==> src/rtl/otp_pkg.sv <==
// package: constants and carrier types for the one-time memory programmer
package otp_pkg;
   localparam int ADDR_W        = 15;
   localparam int DATA_W        = 8;
   localparam int CLK_MHZ       = 125;
   localparam int PULSE_NOM_US  = 100;
   localparam int PULSE_MIN_US  = 95;
   localparam int PULSE_MAX_US  = 105;
   localparam int PULSE_CYC     = PULSE_NOM_US * CLK_MHZ;
   localparam int PULSE_MIN_CYC = PULSE_MIN_US * CLK_MHZ;
   localparam int PULSE_MAX_CYC = PULSE_MAX_US * CLK_MHZ;
   localparam int MAX_PULSES    = 25;
   localparam int SETUP_US      = 2;
   localparam int SETUP_CYC     = SETUP_US * CLK_MHZ;
   localparam int ACCESS_NS     = 250;
   localparam int ACCESS_CYC    = (ACCESS_NS * CLK_MHZ + 999) / 1000;
   localparam int ID_BIT        = 9;
   localparam logic [ADDR_W-1:0] ADDR_RST = 15'h0000;

   typedef enum logic [1:0] {
      OTP_CMD_READ = 2'b00,
      OTP_CMD_PROG = 2'b01,
      OTP_CMD_VER  = 2'b10,
      OTP_CMD_ID   = 2'b11
   } otp_cmd_e;

   // device pin bundle driven by the controller
   typedef struct packed {
      logic [ADDR_W-1:0] addr_lines;
      logic              sel_n;
      logic              gate_n;
      logic              prog_supply;
      logic              core_raise;
      logic              id_high_voltage;
   } otp_pins_s;

   typedef struct packed {
      otp_cmd_e          cmd;
      logic [ADDR_W-1:0] first;
      logic [ADDR_W-1:0] last;
      logic [DATA_W-1:0] data;
   } otp_req_s;
endpackage

==> src/rtl/otp_ctrl.sv <==
// controller that reads, programs, verifies and identifies the memory
`timescale 1ns/1ps
module otp_ctrl
   import otp_pkg::*;
#(
   parameter int PULSE_CYCLES = otp_pkg::PULSE_CYC,
   parameter int SETUP_CYCLES = otp_pkg::SETUP_CYC,
   parameter int ACC_CYCLES   = otp_pkg::ACCESS_CYC,
   parameter int PULSE_LIMIT  = otp_pkg::MAX_PULSES
) (
   // clock and reset
   input  wire logic                      clock,
   input  wire logic                      nrst,
   // request side
   input  wire logic                      req_valid,
   input  wire otp_pkg::otp_req_s         req,
   output logic                           req_ready,
   output logic                           done,
   output logic                           fail,
   output logic [otp_pkg::ADDR_W-1:0]     fail_addr,
   output logic [otp_pkg::DATA_W-1:0]     rd_data,
   output logic                           rd_valid,
   // device pins
   output otp_pkg::otp_pins_s             pins,
   input  wire logic [otp_pkg::DATA_W-1:0] data_lines_in,
   output logic [otp_pkg::DATA_W-1:0]     data_lines_out,
   output logic                           data_lines_oe
);
   import otp_pkg::*;

   initial begin
      if (PULSE_CYCLES < 1 || PULSE_CYCLES >= (1 << 24) ||
          SETUP_CYCLES < 1 || SETUP_CYCLES >= (1 << 24) ||
          ACC_CYCLES < 1 || ACC_CYCLES >= (1 << 24) ||
          PULSE_LIMIT < 1 || PULSE_LIMIT > 255)
         $error("otp_ctrl: unsupported parameter value");
   end

   typedef enum logic [2:0] {
      ST_IDLE   = 3'b000,
      ST_SETUP  = 3'b001,
      ST_PULSE  = 3'b010,
      ST_VSET   = 3'b011,
      ST_SAMPLE = 3'b100,
      ST_DONE   = 3'b101
   } otp_st_e;

   otp_st_e           st;
   otp_cmd_e          cmd;
   logic [ADDR_W-1:0] addr;
   logic [ADDR_W-1:0] first;
   logic [ADDR_W-1:0] last;
   logic [DATA_W-1:0] wdata;
   logic [23:0]       cnt;
   logic [7:0]        pulses;
   logic              final_pass;
   logic [DATA_W-1:0] din_meta;
   logic [DATA_W-1:0] din;

   // pins from outside pass two flops before use
   always_ff @(posedge clock) begin
      din_meta <= data_lines_in;
      din      <= din_meta;
   end

   assign req_ready = (st == ST_IDLE);

   // sampling waits for setup and access delay plus the two sync flops
   always_ff @(posedge clock) begin
      if (!nrst) begin
         st         <= ST_IDLE;
         cmd        <= OTP_CMD_READ;
         addr       <= ADDR_RST;
         first      <= ADDR_RST;
         last       <= ADDR_RST;
         wdata      <= '0;
         cnt        <= '0;
         pulses     <= '0;
         final_pass <= 1'b0;
         done       <= 1'b0;
         fail       <= 1'b0;
         fail_addr  <= ADDR_RST;
         rd_data    <= '0;
         rd_valid   <= 1'b0;
      end else begin
         done     <= 1'b0;
         rd_valid <= 1'b0;
         unique case (st)
            ST_IDLE: begin
               if (req_valid) begin
                  cmd        <= req.cmd;
                  addr       <= req.first;
                  first      <= req.first;
                  last       <= req.last;
                  wdata      <= req.data;
                  pulses     <= '0;
                  final_pass <= 1'b0;
                  fail       <= 1'b0;
                  cnt        <= '0;
                  st         <= (req.cmd == OTP_CMD_PROG) ? ST_SETUP
                                                          : ST_VSET;
               end
            end
            ST_SETUP: begin
               cnt <= cnt + 24'h000001;
               if (cnt == 24'(SETUP_CYCLES - 1)) begin
                  cnt <= '0;
                  st  <= ST_PULSE;
               end
            end
            ST_PULSE: begin
               cnt <= cnt + 24'h000001;
               if (cnt == 24'(PULSE_CYCLES - 1)) begin
                  cnt    <= '0;
                  pulses <= pulses + 8'h01;
                  st     <= ST_VSET;
               end
            end
            ST_VSET: begin
               cnt <= cnt + 24'h000001;
               if (cnt == 24'(SETUP_CYCLES + ACC_CYCLES + 1)) begin
                  cnt <= '0;
                  st  <= ST_SAMPLE;
               end
            end
            ST_SAMPLE: begin
               rd_data  <= din;
               rd_valid <= 1'b1;
               if (cmd == OTP_CMD_PROG && !final_pass) begin
                  if (din == wdata) begin
                     pulses <= '0;
                     if (addr == last) begin
                        final_pass <= 1'b1;
                        addr       <= last;
                        st         <= ST_DONE;
                     end else begin
                        addr <= addr + 15'h0001;
                        st   <= ST_SETUP;
                     end
                  end else if (pulses < 8'(PULSE_LIMIT)) begin
                     st <= ST_SETUP;
                  end else begin
                     fail      <= 1'b1;
                     fail_addr <= addr;
                     done      <= 1'b1;
                     st        <= ST_IDLE;
                  end
               end else if (cmd == OTP_CMD_PROG && din != wdata) begin
                  fail      <= 1'b1;
                  fail_addr <= addr;
                  done      <= 1'b1;
                  st        <= ST_IDLE;
               end else if (addr == last || cmd == OTP_CMD_ID) begin
                  done <= 1'b1;
                  st   <= ST_IDLE;
               end else begin
                  addr <= addr + 15'h0001;
                  st   <= ST_VSET;
               end
            end
            ST_DONE: begin
               // read-back restarts at the held first address, req may move
               addr <= first;
               cnt  <= '0;
               st   <= ST_VSET;
            end
            default: st <= ST_IDLE;
         endcase
      end
   end

   // pin decode from state
   always_comb begin
      pins.addr_lines      = addr;
      pins.sel_n           = 1'b1;
      pins.gate_n          = 1'b1;
      pins.prog_supply     = 1'b0;
      pins.core_raise      = 1'b0;
      pins.id_high_voltage = 1'b0;
      data_lines_out       = wdata;
      data_lines_oe        = 1'b0;
      if (cmd == OTP_CMD_PROG && !final_pass && st != ST_IDLE) begin
         pins.prog_supply = 1'b1;
         pins.core_raise  = 1'b1;
         if (st == ST_SETUP || st == ST_PULSE) begin
            data_lines_oe = 1'b1;
            pins.sel_n    = (st != ST_PULSE);
         end else begin
            pins.sel_n  = 1'b0;
            pins.gate_n = 1'b0;
         end
      end else if (st == ST_VSET || st == ST_SAMPLE) begin
         pins.sel_n  = 1'b0;
         pins.gate_n = 1'b0;
         if (cmd == OTP_CMD_VER) begin
            pins.prog_supply = 1'b1;
            pins.core_raise  = 1'b1;
         end
         if (cmd == OTP_CMD_ID) begin
            pins.addr_lines      = {14'h0000, addr[0]};
            pins.id_high_voltage = 1'b1;
         end
      end
   end
endmodule

==> config.mk <==
export PLATFORM = sky130hd
export DESIGN_NAME = otp_ctrl
export DESIGN_NICKNAME = d
export VERILOG_FILES = /design/src/rtl/otp_pkg.sv /design/src/rtl/otp_ctrl.sv
export SDC_FILE = /design/constraint.sdc
export NUM_CORES = 1
export LEC_CHECK = 0
export ABC_AREA = 0
export BUFFER_PORTS_ARGS = -buffer_cell sky130_fd_sc_hd__buf_2
export CELL_PAD_IN_SITES_DETAIL_PLACEMENT = 1
export CELL_PAD_IN_SITES_GLOBAL_PLACEMENT = 2
export CORE_UTILIZATION = 31
export CTS_BUF_LIST = sky130_fd_sc_hd__clkbuf_2 sky130_fd_sc_hd__clkbuf_4 sky130_fd_sc_hd__clkbuf_8
export CTS_CLUSTER_SIZE = 14
export DETAILED_ROUTE_END_ITERATION = 8
export PLACE_DENSITY_LB_ADDON = 0.1
export SLEW_MARGIN = 20
export SYNTH_ARGS = -nofsm -noshare
export SYNTH_HDL_FRONTEND = slang
export SYNTH_SLANG_ARGS = --single-unit
==> constraint.sdc <==
create_clock -name clock -period 2.2 [get_ports clock]
set_input_delay 0.33 -clock clock [delete_from_list [all_inputs] [get_ports clock]]
set_output_delay 0.33 -clock clock [all_outputs]
set_load 0.05 [all_outputs]
==> out/results.ini, run 1 <==
[status]
outcome = finished, final reports clean

[power_and_ir_drop]
swShare_pct = 41.8
power_frac_seq_pct = 32.8
p_int_mw = 5.20
power_density_nw_per_um2 = 1010
power_mw = 8.94
ir_worst_vdd_v = 0.000476
clkPwrFrac_pct = 24.8
power.switching_mw = 3.74
pwr-share-comb_pct = 42.4
p_leak_nw = 3.50

[yosys]
synth-simple-area-share_pct = 26.3
syn_inst = 785
synth-edff-count = 0
synth_fa_ha_area_share_pct = 0.977
yosys_warnings = 0
async_flop_share_pct = 0
synth_cell_type_count = 68
synth_top_family_by_area = simple AND/OR/NAND/NOR gates
syn_avg_cell_area_um2 = 8.16
ys_seq_elements = 133
synth_compound_area_share_pct = 16.9
synth-xor-area-share_pct = 6.84
syn_area_um2 = 6410
synth_ff_type = dfxtp_1
yosys-mux-area-fraction_pct = 2.83
syn_nets = 841
ys_seq_area_share_pct = 41.6

[sta]
whs_ps = 112
finalHoldViolations = 0
fin_worst_skew_ps = 12.7
worst_pin_slew_ps = 513
setup-tns-final_ps = 0
max_freq_ghz = 0.463
period_share_pct = 98.3
slew_viol_final = 0
slew_headroom_pct = 65.5
grt_setup_unrepaired = true
period_minus_slack_ps = 2160
setup_viol = 0

[drt]
drtIter0Drc = 280
vias = 6326
first_pass_iters = 4
ant_nets = 0
viasPerCell = 5.07
wirelength_mm = 22.6
routedWlPerCell_um = 18.1
drc = 0

[placed_design]
dp_cells = 1195
gp_congestion = 0.826
dpl.hpwl_mm = 16.4
port_buffers = 106

[setup_path]
critPathMaxStageDelay_ps = 440
cp.depth = 8
required_ps = 2540
crit_slowest_cell = o311a_4
ff2ff_path_depth = 8
r2r_slack_ps = 40
path_max_fanout = 7
cp.arrival_ps = 2500
cp.buffers_inverters = 2
critPathKind = flip-flop to flip-flop
path_cells = nor4_2, buf_4, nand4_1, buf_6, o311a_4, nor3_4, a211oi_2, a31o_1
cp-start-kind = flip-flop
r2r_end = pulses[2]
path_delay_family = compound AO/OA/AOI/OAI gates
worstReg2RegStart = cnt[11]
endpoint_kind = flip-flop

[floorplanning]
die_x_um = 146
die_area_um2 = 21200
ios = 107
row_count = 52
core_um2 = 20200
start_util_pct = 31.7
die_h_um = 146

[grt]
grt_pass1_vias = 6741
grt_pass1_wl_mm = 36.8
track_usage_pct = 22.0
use_met2_pct = 35.6
grtUsageMet1_pct = 29.7
grt_overflow = 0
grtUsageMet3_pct = 4.23
grt_busiest_layer = met2
grt_max_degree = 71
grt_antenna_before_repair = 3

[hold_path]
hold_start = req[0]
worstHoldPathCells = 3
min_path_type = input port to flip-flop
hold_path_end = data_lines_out[0]

[clocking]
htree_levels = 4
cts_buffer_depth = 2
clk_latency_ps = 450
cts_tree = yes
cts_root_buf = clkbuf_8
cts_buffers = 17
clkSlewWorstSetupHoldPaths_ps = 90
clock_sinks = 133

[job]
max-cap-violations = 0

[finish]
final_cell_mix = 163 x nand2_1, 127 x dfxtp_1, 104 x buf_4
drive_above_1_share_pct = 32.1
final_common_cell = nand2_1
postLayoutCoreUtil_pct = 43.6
area_growth_pct = 37.7
finalNetCount = 1020
post_layout_nonfiller_instances = 1248

## final cells by class
cell class                 count  area [um2]
clock buffer                  17         234
multi-input combinational    584        3800
fill                        2440       11400
inverter                      13        48.8
clock inverter                15         190
tap                          270         338
antenna                        1        2.50
sequential                   133        2680
timing repair buffer         215        1540
## power groups by stage
stage / registers [mW] / clock network [mW] / logic, mW
2_1_floorplan: 3.02 / 0 / 2.10
3_3_place_gp: 2.97 / 0 / 3.31
3_5_place_dp: 2.99 / 0 / 3.38
4_1_cts: 2.94 / 2.29 / 3.58
5_1_grt: 2.97 / 2.41 / 4.09
6_report: 2.93 / 2.21 / 3.80
## worst reg2reg max path, delay by kind of cell (launching register included)
family / cells / cell delay [ps]
AOI/OAI and AO/OA: 3 / 740
buffers and inverters: 2 / 320
DFF: 1 / 330
and+or+nand+nor: 3 / 680
## synthesized netlist by cell type (7+ instances only)
library cell / n / area share [%]
buf_2: 7 / 0.55
a41oi_2: 8 / 2.0
nand4_1: 12 / 1.2
nor3_1: 16 / 1.3
nor2_1: 61 / 3.6
o211ai_1: 9 / 1.1
inv_1: 12 / 0.70
nor4_1: 8 / 0.78
xor2_1: 26 / 3.6
a21oi_1: 69 / 5.4
nand3_1: 25 / 2.0
xnor2_1: 24 / 3.3
and3_1: 15 / 1.5
mux2i_1: 17 / 2.7
nand2_1: 164 / 9.6
dfxtp_1: 133 / 42
nor2b_1: 15 / 1.5
clkbuf_1: 38 / 2.2
o21ai_0: 21 / 1.6
## flip-flops by register name, summed over array words and instances, names as in the netlist, 2 cells and up
signal,cells
data_lines_out,8
first,15
fail_addr,15
last,15
din_meta,8
pulses,8
st,3
cmd,2
addr,15
rd_data,8
cnt,24
din,8
## how the worst max path moves through the flow
stage | from | endpoint | slack (ps)
2_1_floorplan | st[0] | pins[2] | -130
3_3_place_gp | cnt[21] | cnt[17] | -150
3_5_place_dp | cnt[21] | cnt[17] | -160
4_1_cts | st[2] | pins[8] | -0.3
5_1_grt | cnt[11] | pulses[2] | -30
6_report | cnt[11] | pulses[2] | 40
## logic make-up (layout without fill, tap and decap cells)
group / Yosys count / after routing
simple gates: 353 / 353
compound gates: 158 / 158
flops: 133 / 133
buf+inv: 68 / 260
xor+xnor: 50 / 50
mux: 18 / 18
fa+ha+maj: 5 / 5
other cells: 0 / 1
## routing by layer
layer  wire [um]  part of all wire (%)
met3         947                   4.2
met4         282                   1.2
met2       10400                    46
met1       10900                    48
met5           8                 0.035
## through the flow
step	worst slack [ps]	instance area [um2]
after detailed placement	-156	7870
final	38.2	8820
after CTS	-0.324	8550
after global routing	-34.5	8820
after global placement	-150	7870
after floorplan	-126	6530
## repair_timing
item                                    4_1_cts  5_1_grt
pin swaps                                     4       14
hold buffers                                  8        0
endpoints found under the setup margin       64       63
setup buffers                                 1       10
gates cloned                                  1        0
endpoints found under the hold margin         8        0
gates resized for setup                      50       45
(Power assumes the default switching activity.)
==> inputs of run 2 (changes only) <==
CORE_UTILIZATION = 37   (was 31)
clock period = 2.8 ns   (was 2.2 ns; I/O delays follow)
==> out/results.ini, run 2 (synthesis results as in run 1) <==
[status]
outcome = finished, final reports clean

[setup_path]
path_delay_family = buffers and inverters
crit_slowest_cell = dfxtp_1
required_ps = 2380  ; -160 ps
critPathMaxStageDelay_ps = 440  ; about the same
cp.arrival_ps = 2190  ; -310 ps
path_cells = buf_6, nand2b_1, nor2_2, nor2_1, nor2_1, buf_4, nor2b_1, clkbuf_4
critPathKind = flip-flop to output pin
cp.buffers_inverters = 3  ; +1
path_max_fanout = 17  ; +10
critical_path.most_common_cell = nor2_1
endpoint_kind = output pin
cp-start-kind = flip-flop

[drt]
ant_nets = 0  ; unchanged
drc = 0  ; unchanged
routedWlPerCell_um = 18.3  ; +0.85%
wirelength_mm = 20.5  ; -9.4%
first_pass_iters = 5  ; +1
drtIter0Drc = 313  ; +12%
vias = 6155  ; -2.7%
viasPerCell = 5.49  ; +8.3%

[finish]
post_layout_nonfiller_instances = 1121  ; -10%
finalNetCount = 944  ; -7.5%
postLayoutCoreUtil_pct = 45.8  ; +2.2 points
drive_above_1_share_pct = 22.0  ; -10 points
largest_register_ffs = 24  ; unchanged
final_common_cell = nand2_1
final_cell_mix = 164 x nand2_1, 133 x dfxtp_1, 100 x buf_2
regMostFlops = cnt
area_growth_pct = 19.9

[grt]
grt_max_degree = 41  ; -42%
track_usage_pct = 24.1  ; +2.1 points
grt_pass1_vias = 6264  ; -7.1%
grt_antenna_before_repair = 1  ; -2
grt_pass1_wl_mm = 33.3  ; -9.6%
grt_overflow = 0  ; unchanged

[sta]
worst_pin_slew_ps = 901  ; +388 ps
fin_worst_skew_ps = 16.5  ; +3.74 ps
max_freq_ghz = 0.383
period_share_pct = 93.3
setup_viol = 0  ; unchanged
slew_headroom_pct = 39.9  ; -26 points
grt_setup_unrepaired = false
whs_ps = 48.8  ; -63.0 ps
finalHoldViolations = 0  ; unchanged
slew_viol_final = 0  ; unchanged
period_minus_slack_ps = 2610
setup-tns-final_ps = 0  ; unchanged

[placed_design]
port_buffers = 106  ; unchanged
gp_congestion = 0.862  ; +4.3%
dpl.hpwl_mm = 15.0  ; -8.4%
dp_cells = 1089  ; -8.9%

[hold_path]
min_path_type = input port to flip-flop

[floorplanning]
die_h_um = 134  ; -8.4%
die_area_um2 = 17800  ; -16%
die_x_um = 134  ; -8.4%
ios = 107  ; unchanged
row_count = 47  ; -9.6%
core_um2 = 16800  ; -17%
start_util_pct = 38.2  ; +6.6 points

[clocking]
cts_buffer_depth = 2  ; unchanged
clock_sinks = 133  ; unchanged
cts_buffers = 17  ; unchanged
cts_root_buf = clkbuf_8
clk_latency_ps = 470  ; +20 ps
clkSlewWorstSetupHoldPaths_ps = 80  ; about the same
post-cts-setup-buffer-count = 0  ; -1
cts_tree = yes
htree_levels = 4  ; unchanged

[power_and_ir_drop]
p_leak_nw = 3.00  ; -14%
ir_worst_vdd_v = 0.000477  ; +0.24%
power_density_nw_per_um2 = 833  ; -18%

[job]
max-cap-violations = 0  ; unchanged

==> run 2: changes by cell type in the layout (fill, tap and decap cells not counted), sizes merged <==
cell | previous run | this run
buf | 207 | 133
inv | 20 | 17
clkbuf | 17 | 24
clkinvlp | 1 | 2
bufinv | 2 | 3
dlygate4sd3 | 8 | 0
clkinv | 5 | 4
==> run 2: layout make-up <==
cell class / count / area, um2
repair buffers: 139 / 797
multi-input cells: 584 / 3470
well taps: 220 / 275
clock inverters: 13 / 174
fillers: 2073 / 9080
flip-flops and latches: 133 / 2660
diodes: 1 / 2.50
inverters: 13 / 48.8
clock buffers: 18 / 248
==> run 2: per-layer routing <==
layer / share of wire, % / vias up / GRT usage (%)
li1: - / 2937 / -
met1: 47 / 3028 / 31.8
met2: 46 / 169 / 37.8
met3: 6.2 / 21 / 7.27
met4: 1.2 / 0 / 6.76
met5: 0 / - / 0
==> run 2: path summary, 6_finish.rpt <==
path | startpoint | endpoint | slack [ps] | cells past startpoint
worst max register to register | cnt[0] | cnt[16] | 240 | 8
worst min-delay path | data_lines_in[2] | din_meta[2] | 50 | 1
worst max-delay path | st[1] | pins[13] | 190 | 8
worst min register to register | din_meta[2] | din[2] | 330 | 0
==> run 2: power by group <==
group,internal [mW],total [mW],switching (mW)
registers,2.11,2.35,0.243
logic,0.736,2.29,1.56
clock network,0.915,1.76,0.843
==> run 2: metrics by stage <==
step	instance area [um2]	worst slack, ps	total power [mW]
after floorplan	6420	26.0	3.95
after global placement	7230	421	4.60
after detailed placement	7230	279	4.68
after CTS	7660	59.6	6.45
after global routing	7680	5.55	6.77
final	7680	187	6.40
==> run 2: repair_timing <==
action                     4_1_cts  5_1_grt
resized for setup                0        8
setup endpoints to repair        0       17
hold buffers                     0        0
